==> config.mk <==
export PLATFORM = sky130hd
export DESIGN_NAME = vpp_config_regs
export DESIGN_NICKNAME = d
export VERILOG_FILES = /design/src/vpp_pkg.sv /design/src/vpp_config_regs.sv
export SDC_FILE = /design/constraint.sdc
export NUM_CORES = 2
export LEC_CHECK = 0
export BUFFER_PORTS_ARGS = -buffer_cell sky130_fd_sc_hd__buf_2
export CORE_UTILIZATION = 45
export CTS_CLUSTER_DIAMETER = 100
export DETAILED_ROUTE_END_ITERATION = 8
export HOLD_SLACK_MARGIN = 0.03
export SLEW_MARGIN = 20
export SYNTH_ARGS = -nofsm -noshare
export SYNTH_HDL_FRONTEND = slang
export SYNTH_SLANG_ARGS = --single-unit
==> constraint.sdc <==
create_clock -name CLOCK -period 10.43 [get_ports CLOCK]
set_input_delay 0.5215 -clock CLOCK [delete_from_list [all_inputs] [get_ports CLOCK]]
set_output_delay 0.5215 -clock CLOCK [all_outputs]
set_load 0.005 [all_outputs]
==> src/vpp_pkg.sv <==
// Contract
// - video start holds 11-bit horizontal pixel position
// - video end holds horizontal and vertical position
// - sub-picture end: bytes horizontally, lines vertically
// - tuning resets to word; threshold x4 compare
// - colour adjust: A*c1 + B*c2 + C*c3 + D
// - multiplier coefficient is signed s2.7
// - offset coefficient is signed s8.1
// - bob: average lines at 0, duplicate at 1
// - 444 out only when scaled below half
// - colour space: BT601 at 0, BT709 at 1
// - 420 upsample: 4-tap at 0, filter at 1
// - 422 upsample field: 00 one, 1x filter
// - 444 to 422: average or drop, else drop
// - record base bits 28:4, location bits 1:0
// - record stride six bits at 9:4
// - horizontal scale gated by bit 31, function field
// - horizontal factor unsigned 3.12 fixed point
package vpp_pkg;
    localparam int VPP_NREG = 13;
    localparam int VPP_ADDR_W = 12;
    // register byte offsets
    localparam logic [11:0] VPP_OFS_VIDEO_START_POSITION = 12'h380;
    localparam logic [11:0] VPP_OFS_SUBPICTURE_START_POSITION = 12'h384;
    localparam logic [11:0] VPP_OFS_VIDEO_END_POSITION = 12'h388;
    localparam logic [11:0] VPP_OFS_SUBPICTURE_END_POSITION = 12'h38c;
    localparam logic [11:0] VPP_OFS_QUALITY_TUNING_PARAMS = 12'h390;
    localparam logic [11:0] VPP_OFS_EXTENDED_FORMAT_CONTROL = 12'h394;
    localparam logic [11:0] VPP_OFS_STATIC_RECORD_BASE = 12'h398;
    localparam logic [11:0] VPP_OFS_STATIC_RECORD_STRIDE = 12'h39c;
    localparam logic [11:0] VPP_OFS_COLOR_MATRIX_ROW1 = 12'h3a0;
    localparam logic [11:0] VPP_OFS_COLOR_MATRIX_ROW2 = 12'h3a4;
    localparam logic [11:0] VPP_OFS_COLOR_MATRIX_ROW3 = 12'h3a8;
    localparam logic [11:0] VPP_OFS_COLOR_MATRIX_OFFSETS = 12'h3ac;
    localparam logic [11:0] VPP_OFS_HORIZONTAL_SCALE_CONTROL = 12'h3b0;
    // register indices, word order from the first offset
    localparam int VPP_IX_QUALITY = 4;
    localparam int VPP_IX_EXTCTL = 5;
    localparam int VPP_IX_REC_BASE = 6;
    localparam int VPP_IX_REC_STRIDE = 7;
    localparam int VPP_IX_MATRIX0 = 8;
    localparam int VPP_IX_OFFSETS = 11;
    localparam int VPP_IX_HSCALE = 12;
    // writable bits per register; everything else is reserved
    localparam logic [31:0] VPP_MASK [VPP_NREG] = '{
        32'h07ff07ff, 32'h07ff07ff, 32'h07ff07ff, 32'h07ff07ff,
        32'h77ffffff, 32'h000000ff, 32'h1ffffff3, 32'h000003f0,
        32'h3fffffff, 32'h3fffffff, 32'h3fffffff, 32'h3fffffff,
        32'hb0007fff};
    localparam logic [31:0] VPP_QUALITY_RESET = 32'h46648688;
    // field layout
    localparam int VPP_POS_W = 11;
    localparam int VPP_POS_H_LSB = 16;
    localparam int VPP_POS_V_LSB = 0;
    localparam int VPP_THR_LSB = 28;
    localparam int VPP_THR_W = 3;
    localparam int VPP_THR_SCALE_SH = 2;
    localparam int VPP_EXT_ADJ_EN = 7;
    localparam int VPP_EXT_BOB = 6;
    localparam int VPP_EXT_OUT444 = 5;
    localparam int VPP_EXT_CSC = 4;
    localparam int VPP_EXT_UP420 = 3;
    localparam int VPP_EXT_UP422_LSB = 1;
    localparam int VPP_EXT_DOWN444 = 0;
    localparam int VPP_BASE_LSB = 4;
    localparam int VPP_BASE_W = 25;
    localparam int VPP_LOC_W = 2;
    localparam int VPP_STRIDE_LSB = 4;
    localparam int VPP_STRIDE_W = 6;
    localparam int VPP_COEF_W = 10;
    localparam int VPP_COEF_FRAC = 7;
    localparam int VPP_OFFS_FRAC = 1;
    localparam int VPP_HS_EN = 31;
    localparam int VPP_HS_FUNC_LSB = 28;
    localparam int VPP_HS_FACT_W = 15;
    localparam int VPP_HS_FRAC = 12;
    localparam int VPP_PIX_W = 8;
    localparam int VPP_DIFF_W = 16;
    // horizontal scale function codes
    localparam logic [1:0] VPP_HS_UP = 2'h0;
    localparam logic [1:0] VPP_HS_TO_QUARTER = 2'h1;
    // axi responses
    localparam logic [1:0] VPP_RESP_OKAY = 2'h0;
    localparam logic [1:0] VPP_RESP_SLVERR = 2'h2;

    typedef struct packed {
        logic [VPP_POS_W-1:0] video_start_h;
        logic [VPP_POS_W-1:0] video_start_v;
        logic [VPP_POS_W-1:0] sub_start_h;
        logic [VPP_POS_W-1:0] sub_start_v;
        logic [VPP_POS_W-1:0] video_end_h;
        logic [VPP_POS_W-1:0] video_end_v;
        logic [VPP_POS_W-1:0] sub_end_h_bytes;
        logic [VPP_POS_W-1:0] sub_end_v;
        logic bob_duplicate;
        logic csc_bt709;
        logic up420_filter;
        logic [1:0] up422_method;
        logic [VPP_BASE_W-1:0] record_base;
        logic [VPP_LOC_W-1:0] record_location;
        logic [VPP_STRIDE_W-1:0] record_stride;
        logic hscale_enable;
        logic [1:0] hscale_function;
        logic [VPP_HS_FACT_W-1:0] hscale_factor;
    } vpp_cfg_t;

    typedef struct packed {
        logic valid;
        logic [VPP_PIX_W-1:0] c1;
        logic [VPP_PIX_W-1:0] c2;
        logic [VPP_PIX_W-1:0] c3;
    } vpp_pixel_t;
endpackage
==> src/vpp_config_regs.sv <==
`timescale 1ns/1ps
module vpp_config_regs (
    input wire logic CLOCK,
    input wire logic ARST_N,
    input wire logic [vpp_pkg::VPP_ADDR_W-1:0] S_AXI_AWADDR,
    input wire logic S_AXI_AWVALID,
    output logic S_AXI_AWREADY,
    input wire logic [31:0] S_AXI_WDATA,
    input wire logic [3:0] S_AXI_WSTRB,
    input wire logic S_AXI_WVALID,
    output logic S_AXI_WREADY,
    output logic [1:0] S_AXI_BRESP,
    output logic S_AXI_BVALID,
    input wire logic S_AXI_BREADY,
    input wire logic [vpp_pkg::VPP_ADDR_W-1:0] S_AXI_ARADDR,
    input wire logic S_AXI_ARVALID,
    output logic S_AXI_ARREADY,
    output logic [31:0] S_AXI_RDATA,
    output logic [1:0] S_AXI_RRESP,
    output logic S_AXI_RVALID,
    input wire logic S_AXI_RREADY,
    output vpp_pkg::vpp_cfg_t CFG,
    input wire logic V_BELOW_HALF,
    output logic OUT444_ACTIVE,
    output logic DOWN444_DROP,
    input wire logic [vpp_pkg::VPP_DIFF_W-1:0] FIELD_DIFF,
    input wire logic FIELD_DIFF_VALID,
    output logic PULLDOWN_HIT,
    input vpp_pkg::vpp_pixel_t PIX_IN,
    output vpp_pkg::vpp_pixel_t PIX_OUT
);
    localparam int SUM_W = 22; // room for three products plus offset

    // register storage, one word per register
    logic [31:0] regs_reg [vpp_pkg::VPP_NREG];
    // held write address and data until both have arrived
    logic aw_held_reg;
    logic w_held_reg;
    logic [vpp_pkg::VPP_ADDR_W-1:0] awaddr_reg;
    logic [31:0] wdata_reg;
    logic [3:0] wstrb_reg;
    logic write_go;
    logic [3:0] wr_idx;
    logic wr_hit;
    logic [3:0] rd_idx;
    logic rd_hit;
    logic below_half;
    logic h_below_half;

    // word index from byte address; hit only inside the mapped span
    function automatic logic [4:0] decode(input logic [vpp_pkg::VPP_ADDR_W-1:0] a);
        logic [vpp_pkg::VPP_ADDR_W-1:0] rel;
        rel = a - vpp_pkg::VPP_OFS_VIDEO_START_POSITION;
        decode = {1'b0, 4'h0};
        if (a >= vpp_pkg::VPP_OFS_VIDEO_START_POSITION
            && a <= vpp_pkg::VPP_OFS_HORIZONTAL_SCALE_CONTROL && a[1:0] == 2'h0)
        begin
            decode = {1'b1, rel[5:2]};
        end
    endfunction

    assign {wr_hit, wr_idx} = decode(awaddr_reg);
    assign {rd_hit, rd_idx} = decode(S_AXI_ARADDR);
    // a write retires once both halves are held and no response is pending
    assign write_go = aw_held_reg && w_held_reg && !S_AXI_BVALID;

    // write address channel: take one address, hold it until the write retires
    always_ff @(posedge CLOCK or negedge ARST_N)
    begin
        if (!ARST_N)
        begin
            aw_held_reg <= 1'b0;
            awaddr_reg <= '0;
            S_AXI_AWREADY <= 1'b0;
        end
        else if (S_AXI_AWVALID && S_AXI_AWREADY)
        begin
            aw_held_reg <= 1'b1;
            awaddr_reg <= S_AXI_AWADDR;
            S_AXI_AWREADY <= 1'b0;
        end
        else
        begin
            // free the slot on the same edge that the write retires
            if (write_go)
                aw_held_reg <= 1'b0;
            S_AXI_AWREADY <= !aw_held_reg && !S_AXI_AWREADY;
        end
    end

    // write data channel: same scheme, independent of address order
    always_ff @(posedge CLOCK or negedge ARST_N)
    begin
        if (!ARST_N)
        begin
            w_held_reg <= 1'b0;
            wdata_reg <= '0;
            wstrb_reg <= '0;
            S_AXI_WREADY <= 1'b0;
        end
        else if (S_AXI_WVALID && S_AXI_WREADY)
        begin
            w_held_reg <= 1'b1;
            wdata_reg <= S_AXI_WDATA;
            wstrb_reg <= S_AXI_WSTRB;
            S_AXI_WREADY <= 1'b0;
        end
        else
        begin
            if (write_go)
                w_held_reg <= 1'b0;
            S_AXI_WREADY <= !w_held_reg && !S_AXI_WREADY;
        end
    end

    // write response: error for an address outside the map
    always_ff @(posedge CLOCK or negedge ARST_N)
    begin
        if (!ARST_N)
        begin
            S_AXI_BVALID <= 1'b0;
            S_AXI_BRESP <= vpp_pkg::VPP_RESP_OKAY;
        end
        else if (write_go)
        begin
            S_AXI_BVALID <= 1'b1;
            S_AXI_BRESP <= wr_hit ? vpp_pkg::VPP_RESP_OKAY : vpp_pkg::VPP_RESP_SLVERR;
        end
        else if (S_AXI_BREADY)
        begin
            S_AXI_BVALID <= 1'b0;
        end
    end

    // register words: byte-lane writes, reserved bits masked off
    for (genvar i = 0; i < vpp_pkg::VPP_NREG; i++)
    begin : g_reg
        logic [31:0] lane_mask;
        logic [31:0] word_next;
        assign lane_mask = {{8{wstrb_reg[3]}}, {8{wstrb_reg[2]}},
                            {8{wstrb_reg[1]}}, {8{wstrb_reg[0]}}};
        assign word_next = ((wdata_reg & lane_mask) | (regs_reg[i] & ~lane_mask))
                           & vpp_pkg::VPP_MASK[i];
        always_ff @(posedge CLOCK or negedge ARST_N)
        begin
            if (!ARST_N)
            begin
                if (i == vpp_pkg::VPP_IX_QUALITY)
                    regs_reg[i] <= vpp_pkg::VPP_QUALITY_RESET;
                else
                    regs_reg[i] <= 32'h00000000;
            end
            else if (write_go && wr_hit && wr_idx == 4'(i))
            begin
                regs_reg[i] <= word_next;
            end
        end
    end

    // read channel: one read at a time, data one cycle after the address
    always_ff @(posedge CLOCK or negedge ARST_N)
    begin
        if (!ARST_N)
        begin
            S_AXI_ARREADY <= 1'b0;
            S_AXI_RVALID <= 1'b0;
            S_AXI_RDATA <= 32'h00000000;
            S_AXI_RRESP <= vpp_pkg::VPP_RESP_OKAY;
        end
        else if (S_AXI_ARVALID && S_AXI_ARREADY)
        begin
            S_AXI_ARREADY <= 1'b0;
            S_AXI_RVALID <= 1'b1;
            S_AXI_RDATA <= rd_hit ? regs_reg[rd_idx] : 32'h00000000;
            S_AXI_RRESP <= rd_hit ? vpp_pkg::VPP_RESP_OKAY : vpp_pkg::VPP_RESP_SLVERR;
        end
        else if (S_AXI_RVALID)
        begin
            // ready is raised again only after the answer is taken
            if (S_AXI_RREADY)
                S_AXI_RVALID <= 1'b0;
        end
        else
        begin
            S_AXI_ARREADY <= !S_AXI_ARREADY;
        end
    end

    // configuration fields straight from the register flops
    // video horizontal start
    assign CFG.video_start_h = regs_reg[0][vpp_pkg::VPP_POS_H_LSB +: vpp_pkg::VPP_POS_W];
    assign CFG.video_start_v = regs_reg[0][vpp_pkg::VPP_POS_V_LSB +: vpp_pkg::VPP_POS_W];
    assign CFG.sub_start_h = regs_reg[1][vpp_pkg::VPP_POS_H_LSB +: vpp_pkg::VPP_POS_W];
    assign CFG.sub_start_v = regs_reg[1][vpp_pkg::VPP_POS_V_LSB +: vpp_pkg::VPP_POS_W];
    assign CFG.video_end_h = regs_reg[2][vpp_pkg::VPP_POS_H_LSB +: vpp_pkg::VPP_POS_W];
    assign CFG.video_end_v = regs_reg[2][vpp_pkg::VPP_POS_V_LSB +: vpp_pkg::VPP_POS_W];
    assign CFG.sub_end_h_bytes = regs_reg[3][vpp_pkg::VPP_POS_H_LSB +: vpp_pkg::VPP_POS_W];
    assign CFG.sub_end_v = regs_reg[3][vpp_pkg::VPP_POS_V_LSB +: vpp_pkg::VPP_POS_W];
    assign CFG.bob_duplicate = regs_reg[vpp_pkg::VPP_IX_EXTCTL][vpp_pkg::VPP_EXT_BOB];
    assign CFG.csc_bt709 = regs_reg[vpp_pkg::VPP_IX_EXTCTL][vpp_pkg::VPP_EXT_CSC];
    assign CFG.up420_filter = regs_reg[vpp_pkg::VPP_IX_EXTCTL][vpp_pkg::VPP_EXT_UP420];
    assign CFG.up422_method = regs_reg[vpp_pkg::VPP_IX_EXTCTL][vpp_pkg::VPP_EXT_UP422_LSB +: 2];
    assign CFG.record_base =
        regs_reg[vpp_pkg::VPP_IX_REC_BASE][vpp_pkg::VPP_BASE_LSB +: vpp_pkg::VPP_BASE_W];
    assign CFG.record_location = regs_reg[vpp_pkg::VPP_IX_REC_BASE][vpp_pkg::VPP_LOC_W-1:0];
    assign CFG.record_stride =
        regs_reg[vpp_pkg::VPP_IX_REC_STRIDE][vpp_pkg::VPP_STRIDE_LSB +: vpp_pkg::VPP_STRIDE_W];
    assign CFG.hscale_enable = regs_reg[vpp_pkg::VPP_IX_HSCALE][vpp_pkg::VPP_HS_EN];
    assign CFG.hscale_function = regs_reg[vpp_pkg::VPP_IX_HSCALE][vpp_pkg::VPP_HS_FUNC_LSB +: 2];
    assign CFG.hscale_factor = regs_reg[vpp_pkg::VPP_IX_HSCALE][vpp_pkg::VPP_HS_FACT_W-1:0];

    // horizontal output below half the source: factor is source over
    // destination for the mild band, so two or more means below half
    always_comb
    begin
        h_below_half = 1'b0;
        if (CFG.hscale_enable)
        begin
            case (CFG.hscale_function)
                vpp_pkg::VPP_HS_UP: h_below_half = 1'b0;
                vpp_pkg::VPP_HS_TO_QUARTER:
                    h_below_half = |CFG.hscale_factor[vpp_pkg::VPP_HS_FACT_W-1:
                                                      vpp_pkg::VPP_HS_FRAC+1];
                default: h_below_half = 1'b1;
            endcase
        end
    end
    // vertical size comes from the vertical scaler, same clock domain
    assign below_half = h_below_half || V_BELOW_HALF;

    // effective format choices, registered for clean outputs
    always_ff @(posedge CLOCK or negedge ARST_N)
    begin
        if (!ARST_N)
        begin
            OUT444_ACTIVE <= 1'b0;
            DOWN444_DROP <= 1'b1;
        end
        else
        begin
            OUT444_ACTIVE <= regs_reg[vpp_pkg::VPP_IX_EXTCTL][vpp_pkg::VPP_EXT_OUT444]
                             && below_half;
            DOWN444_DROP <= regs_reg[vpp_pkg::VPP_IX_EXTCTL][vpp_pkg::VPP_EXT_DOWN444]
                            || below_half;
        end
    end

    // pull-down detection: field difference against threshold times four
    always_ff @(posedge CLOCK or negedge ARST_N)
    begin
        if (!ARST_N)
        begin
            PULLDOWN_HIT <= 1'b0;
        end
        else if (FIELD_DIFF_VALID)
        begin
            PULLDOWN_HIT <= FIELD_DIFF > vpp_pkg::VPP_DIFF_W'(
                {regs_reg[vpp_pkg::VPP_IX_QUALITY][vpp_pkg::VPP_THR_LSB +: vpp_pkg::VPP_THR_W],
                 vpp_pkg::VPP_THR_SCALE_SH'(0)});
        end
    end

    // colour adjustment matrix, one output component per row; a single
    // register stage keeps timing simple at the cost of a wide adder
    logic [vpp_pkg::VPP_PIX_W-1:0] adj_out [3];
    for (genvar r = 0; r < 3; r++)
    begin : g_row
        logic signed [vpp_pkg::VPP_COEF_W-1:0] ka;
        logic signed [vpp_pkg::VPP_COEF_W-1:0] kb;
        logic signed [vpp_pkg::VPP_COEF_W-1:0] kc;
        logic signed [vpp_pkg::VPP_COEF_W-1:0] kd;
        logic signed [SUM_W-1:0] sum;
        logic signed [SUM_W-1:0] whole;
        assign ka = regs_reg[vpp_pkg::VPP_IX_MATRIX0 + r][0 +: vpp_pkg::VPP_COEF_W];
        assign kb =
            regs_reg[vpp_pkg::VPP_IX_MATRIX0 + r][vpp_pkg::VPP_COEF_W +: vpp_pkg::VPP_COEF_W];
        assign kc =
            regs_reg[vpp_pkg::VPP_IX_MATRIX0 + r][2*vpp_pkg::VPP_COEF_W +: vpp_pkg::VPP_COEF_W];
        assign kd =
            regs_reg[vpp_pkg::VPP_IX_OFFSETS][r*vpp_pkg::VPP_COEF_W +: vpp_pkg::VPP_COEF_W];
        // matrix sum plus offset
        // operands widened first so no product is cut at coefficient width
        assign sum = SUM_W'(ka) * SUM_W'($signed({1'b0, PIX_IN.c1}))
                   + SUM_W'(kb) * SUM_W'($signed({1'b0, PIX_IN.c2}))
                   + SUM_W'(kc) * SUM_W'($signed({1'b0, PIX_IN.c3}))
                   + (SUM_W'(kd) <<< (vpp_pkg::VPP_COEF_FRAC - vpp_pkg::VPP_OFFS_FRAC));
        assign whole = sum >>> vpp_pkg::VPP_COEF_FRAC;
        // clamp to the pixel range rather than wrap
        assign adj_out[r] = (whole < 0) ? '0 :
                            (whole > SUM_W'({vpp_pkg::VPP_PIX_W{1'b1}})) ? '1 :
                            whole[vpp_pkg::VPP_PIX_W-1:0];
    end

    // pixel output stage: adjusted or passed through
    always_ff @(posedge CLOCK or negedge ARST_N)
    begin
        if (!ARST_N)
        begin
            PIX_OUT <= '0;
        end
        else if (regs_reg[vpp_pkg::VPP_IX_EXTCTL][vpp_pkg::VPP_EXT_ADJ_EN])
        begin
            PIX_OUT <= {PIX_IN.valid, adj_out[0], adj_out[1], adj_out[2]};
        end
        else
        begin
            PIX_OUT <= PIX_IN;
        end
    end
endmodule

Word-level counts from Yosys, hierarchy flattened
Index checks and enable logic that the tools add are counted.

$add $sub $neg: 11. $mul: 9. Magnitude comparators: 12. Eq/ne operators: 14. Muxes and demuxes: 29. Bitwise operators: 29. Reduce and logical (&&, ||, !) cells: 42.

Operators with widths (number): $mul A10 B9 Y19 (9); $bmux W32 S4 (1); $and A30 B30 Y30 (4); $or A30 B30 Y30 (4); $and A27 B27 Y27 (4); $or A27 B27 Y27 (4); $mux W32 (3); $add A21 B16 Y22 (3); $gt A22 B8 Y1 const B (3); $and A32 B32 Y32 (2); $add A20 B19 Y21 (3); $add A19 B19 Y20 (3); $mux W8 (6); $lt A15 B1 Y1 const B (3); $not A32 Y32 (1); $or A32 B32 Y32 (1); $and A31 B31 Y31 (1); $or A31 B31 Y31 (1); $and A29 B29 Y29 (1); $or A29 B29 Y29 (1); $logic_and A1 B1 Y1 (26); $ge A12 B10 Y1 const B (2); $le A12 B10 Y1 const B (2); $mux W24 (1); 24 further kinds (57).

Flip-flop bits (word level): 416. Bits of input ports: 110. Output and inout bits: 213. Word-level logic and storage cells: 179.

Logic depth before layout (Yosys ltp)
Depth after elaboration: 9. Gate-level depth with buffers: 27. Mapped depth without buffers: 25.

Worst setup path after synthesis
No wires, ideal clock.

Kind: input to register. From: input port PIX_IN[16] (netlist name). To: register PIX_OUT[22] (netlist name). Setup time: 123 ps. Data arrival time: 7444 ps. Required time: 10307 ps. Slack: 2863 ps. Cell stages on the path: 26. Buffers on the path: 3. Path through: clkbuf_1 -> clkbuf_1 -> nand2_1 -> inv_1 -> fa_1 -> inv_1 -> fa_1 -> inv_1 -> fa_1 -> inv_1 -> fa_1 -> inv_1 -> fa_1 -> fa_1 -> inv_1 -> fa_1 -> inv_1 -> ha_1 -> clkbuf_1 -> a21o_1 -> a221o_1 -> a31o_1 -> or4_4 -> a2111oi_4 -> o211ai_4 -> o221a_1.

Word-level cells in the longest chain between the ends: 8. Elaborated cells on any way between the ends: 9. Classes of those cells: 3 x add/sub; 1 x mul; 2 x order compare; 3 x mux.

Ends and longest elaborated chain: start, declared (line vpp_config_regs.sv:29) `input vpp_pkg::vpp_pixel_t PIX_IN,`; $mul A10 B9 Y19 * (line vpp_config_regs.sv:283) `assign sum = SUM_W'(ka) * SUM_W'($signed({1'b0, PIX_IN.c1}))`; $add A19 B19 Y20 * (line vpp_config_regs.sv:284) `+ SUM_W'(kb) * SUM_W'($signed({1'b0, PIX_IN.c2}))`; $add A20 B19 Y21 * (line vpp_config_regs.sv:285) `+ SUM_W'(kc) * SUM_W'($signed({1'b0, PIX_IN.c3}))`; $add A21 B16 Y22 * (line vpp_config_regs.sv:286) `+ (SUM_W'(kd) <<< (vpp_pkg::VPP_COEF_FRAC - vpp_pkg::VPP_OFFS_FRAC));`; $gt A22 B8 Y1 (line vpp_config_regs.sv:290) `(whole > SUM_W'({vpp_pkg::VPP_PIX_W{1'b1}})) ? '1 :`; $mux W8 (line vpp_config_regs.sv:290); $mux W8 * (line vpp_config_regs.sv:289) `assign adj_out[r] = (whole < 0) ? '0 :`; $mux W24 * (line vpp_config_regs.sv:301) `else if (regs_reg[vpp_pkg::VPP_IX_EXTCTL][vpp_pkg::VPP_EXT_ADJ_EN])`; end signal, assigned (line vpp_config_regs.sv:303) `PIX_OUT <= {PIX_IN.valid, adj_out[0], adj_out[1], adj_out[2]};`; end, declared (line vpp_config_regs.sv:30) `output vpp_pkg::vpp_pixel_t PIX_OUT`.

Mark *: on every way between the ends. The rest lies on a longest branch, timed or not. A chain may end at the register's enable or synchronous reset.

==> impl_metrics.ini <==
[placement]
dpl.hpwl_um = 116000
io_buffers = 320
gp_congestion = 0.917
post-place-ws_ns = 2.29

[sta]
finalHoldViolations = 0
fin_crit_ns = 7.75
fmax_ghz = 0.129
fin_crit_sh_pct = 74.3
max_slew_margin_pct = 29.8
setup_ws_ns = 2.68
finalSetupViolCount = 0
drv_slew = 0
tns_ns = 0
skew_ns = 0.0215
rsz0062_at_grt = false
worstMarginPinSlew_ns = 1.05

[logic_synthesis]
yosysUniqueCellTypes = 81
synthArstFlopShare_pct = 100
synth_warnings = 0
synth-compound-area-share_pct = 4.91
synth_flop_cell = dfrtp_1
synth_xor_area_share_pct = 0.773
synth_area_per_cell_um2 = 10.1
synth_top_family_by_area = adder cells
synth_area_um2 = 51000
ys_seq_area_share_pct = 20.3
synthSimpleGateAreaFrac_pct = 10.7
synthAdderAreaFrac_pct = 40.9
ys_ff_latch = 414
synth_edf_count = 0
synthCells = 5027
synthMuxAreaShare_pct = 9.85

[setup_path]
crit_arrival_ns = 8.24
start_kind = flop
worstSetupPathType = flop to flop
crit_fanout = 10
cp.required_ns = 10.92
cp-end-kind = flop

[power]
power_density_nw_per_um2 = 80.0
peakVddDrop_mv = 0.166
p_leak_nw = 29.2

[drt]
route.vias.total = 34400
drt_first_pass_iters = 5
first_iter_violations = 2300
avgRoutedWirePerCell_um = 21.8
via_per_inst = 5.21
ant_nets = 0
drc = 0
wl_um = 144000

[grt]
grt_overflow = 0
grt_max_degree = 148
grt_use_total_pct = 25.6
grt_pass1_wl_um = 224000
antenna_found_initial = 10
grt_pass1_vias = 37100

[finish]
drive_above_1_share_pct = 16.2
fin_nets = 6327
areaGrowthSynthToFinish_pct = 6.99
finalCoreUtilization_pct = 48.6

[floorplanning]
ios = 323
die_y_um = 339
fp.dieArea_um2 = 115000
num_rows = 123
die_w_um = 339
core_um2 = 112000
initial_utilization_pct = 45.4

[clock_network]
post_cts_resized = 0
root_buffer = clkbuf_16
clk-insertion-delay-late_ns = 0.63
postCtsSetupBuffers = 0
htreeDepth = 2
clock-sinks = 414
clock_path_buffers = 3
cts_hold_buffers = 2
cts_tree = done
clkTransAtPathRegs_ns = 0.06
numCtsBuffers = 47

[hold_path]
hold_path_class = input pin to flop

[outcome]
outcome = completed

[job]
max_cap_viol_count = 0
[kinds of logic after synthesis]
family | count (synthesis)
AO/OA/AOI/OAI | 377
adder cells (fa/ha/maj) | 1152
AND/OR/NAND/NOR | 1051
flip-flops | 414
other | 1
buffers and inverters | 1551
multiplexers | 436
XOR/XNOR | 45
[path summary, 6_finish.rpt]
kind	startpoint	end	slack (ns)	cells past startpoint
setup reg to reg	flop	PIX_OUT[7]$_DFF_PN0_	2.68	24
setup / recovery	flop	PIX_OUT[7]$_DFF_PN0_	2.68	24
max in group asynchronous	ARST_N	wdata_reg[20]$_DFFE_PN0P_	7.98	4
hold / removal	S_AXI_RREADY	S_AXI_RVALID$_DFF_PN0_	0.07	2
hold reg to reg	aw_held_reg$_DFFE_PN0P_	S_AXI_AWREADY$_DFF_PN0_	0.46	1
min in group asynchronous	ARST_N	PIX_OUT[1]$_DFF_PN0_	0.48	2
[cell usage after synthesis (all sizes together) (16+ instances only)]
cell type	n	area, µm²
nand3	30	150
buf	164	1170
dfrtp	402	10100
o21ai	73	369
inv	1187	4460
mux2i	64	641
xnor2	28	245
fa	855	17100
nor2b	18	113
a211oi	27	203
o211ai	16	134
mux4	17	383
a21oi	117	586
xor2	17	149
ha	297	3720
a31oi	21	131
clkbuf	200	752
nor2	69	259
nand2	389	1460
mux2	355	4000
and2	463	2900
[placed cells by master (no fill, tap or decap), types with 11 or more instances in the layout]
master | Yosys | routed
o21bai_1 | 11 | 11
nor2_1 | 69 | 68
o211ai_1 | 15 | 15
buf_2 | 5 | 317
mux4_2 | 17 | 17
a21o_1 | 11 | 11
fa_1 | 855 | 855
mux2i_1 | 64 | 64
dfstp_2 | 12 | 12
ha_1 | 297 | 297
a31oi_1 | 21 | 21
a32o_1 | 12 | 12
a21oi_1 | 117 | 116
o21ai_0 | 70 | 70
xnor2_1 | 28 | 28
clkbuf_16 | 0 | 48
inv_1 | 1187 | 1187
nor3_1 | 11 | 11
xor2_1 | 17 | 17
mux2_2 | 355 | 355
clkbuf_1 | 199 | 12
dfrtp_1 | 402 | 402
a211oi_1 | 27 | 27
nand3_1 | 30 | 29
nor2b_1 | 18 | 18
nand2_1 | 389 | 388
nand2b_1 | 15 | 15
and2_1 | 463 | 463
buf_4 | 147 | 30
[metal layers]
layer	GRT usage, %	routed length, µm
met3	4.71	10300
met5	0	24
met4	5.25	2790
met1	35.0	62000
met2	42.6	68800
[metrics by stage]
step	std cells	instance area, µm²	power [mW]	hold WS, ns
6_report	6607	54600	4.37	0.0731
5_1_grt	6606	54500	4.52	0.0676
4_1_cts	6604	54500	4.39	0.0472
3_5_place_dp	6514	52800	2.56	0.459
3_3_place_gp	6514	52800	2.54	0.452
2_1_floorplan	5028	51000	2.25	0.226
[critical path, stage by stage (launching register included)]
cell and delay [ns]:
dfrtp_1 0.64, nand2_1 0.23, inv_1 0.11, fa_1 0.70
inv_1 0.15, fa_1 0.66, inv_1 0.09, fa_1 0.48
inv_1 0.05, fa_1 0.48, inv_1 0.05, fa_1 0.48
fa_1 0.54, inv_1 0.05, fa_1 0.47, inv_1 0.04
ha_1 0.30, nand2_1 0.10, o22a_1 0.23, and3_1 0.20
o31ai_1 0.41, o311a_1 0.42, o21ai_2 0.11, a2111oi_4 0.51
a21oi_1 0.13
[where the power goes]
| group | switching, mW | total, mW | leakage [nW] | internal, mW |
|---|---|---|---|---|
| clock | 0.732 | 1.83 | 0.835 | 1.10 |
| combinational | 0.281 | 0.487 | 22.8 | 0.206 |
| sequential | 0.328 | 2.05 | 5.55 | 1.72 |
| total | 1.34 | 4.37 | 29.2 | 3.03 |
[layout make-up]
type                       instances  area, µm²
clock inverter                    18        312
tap                             1500       1880
fill                           10600      57800
inverter                        1187       4460
multi-input combinational       3063      34300
timing repair buffer             352       1890
antenna                            3       7.51
sequential                       414      10400
clock buffer                      70       1380
Note: power is estimated with default switching activity, not from simulation.
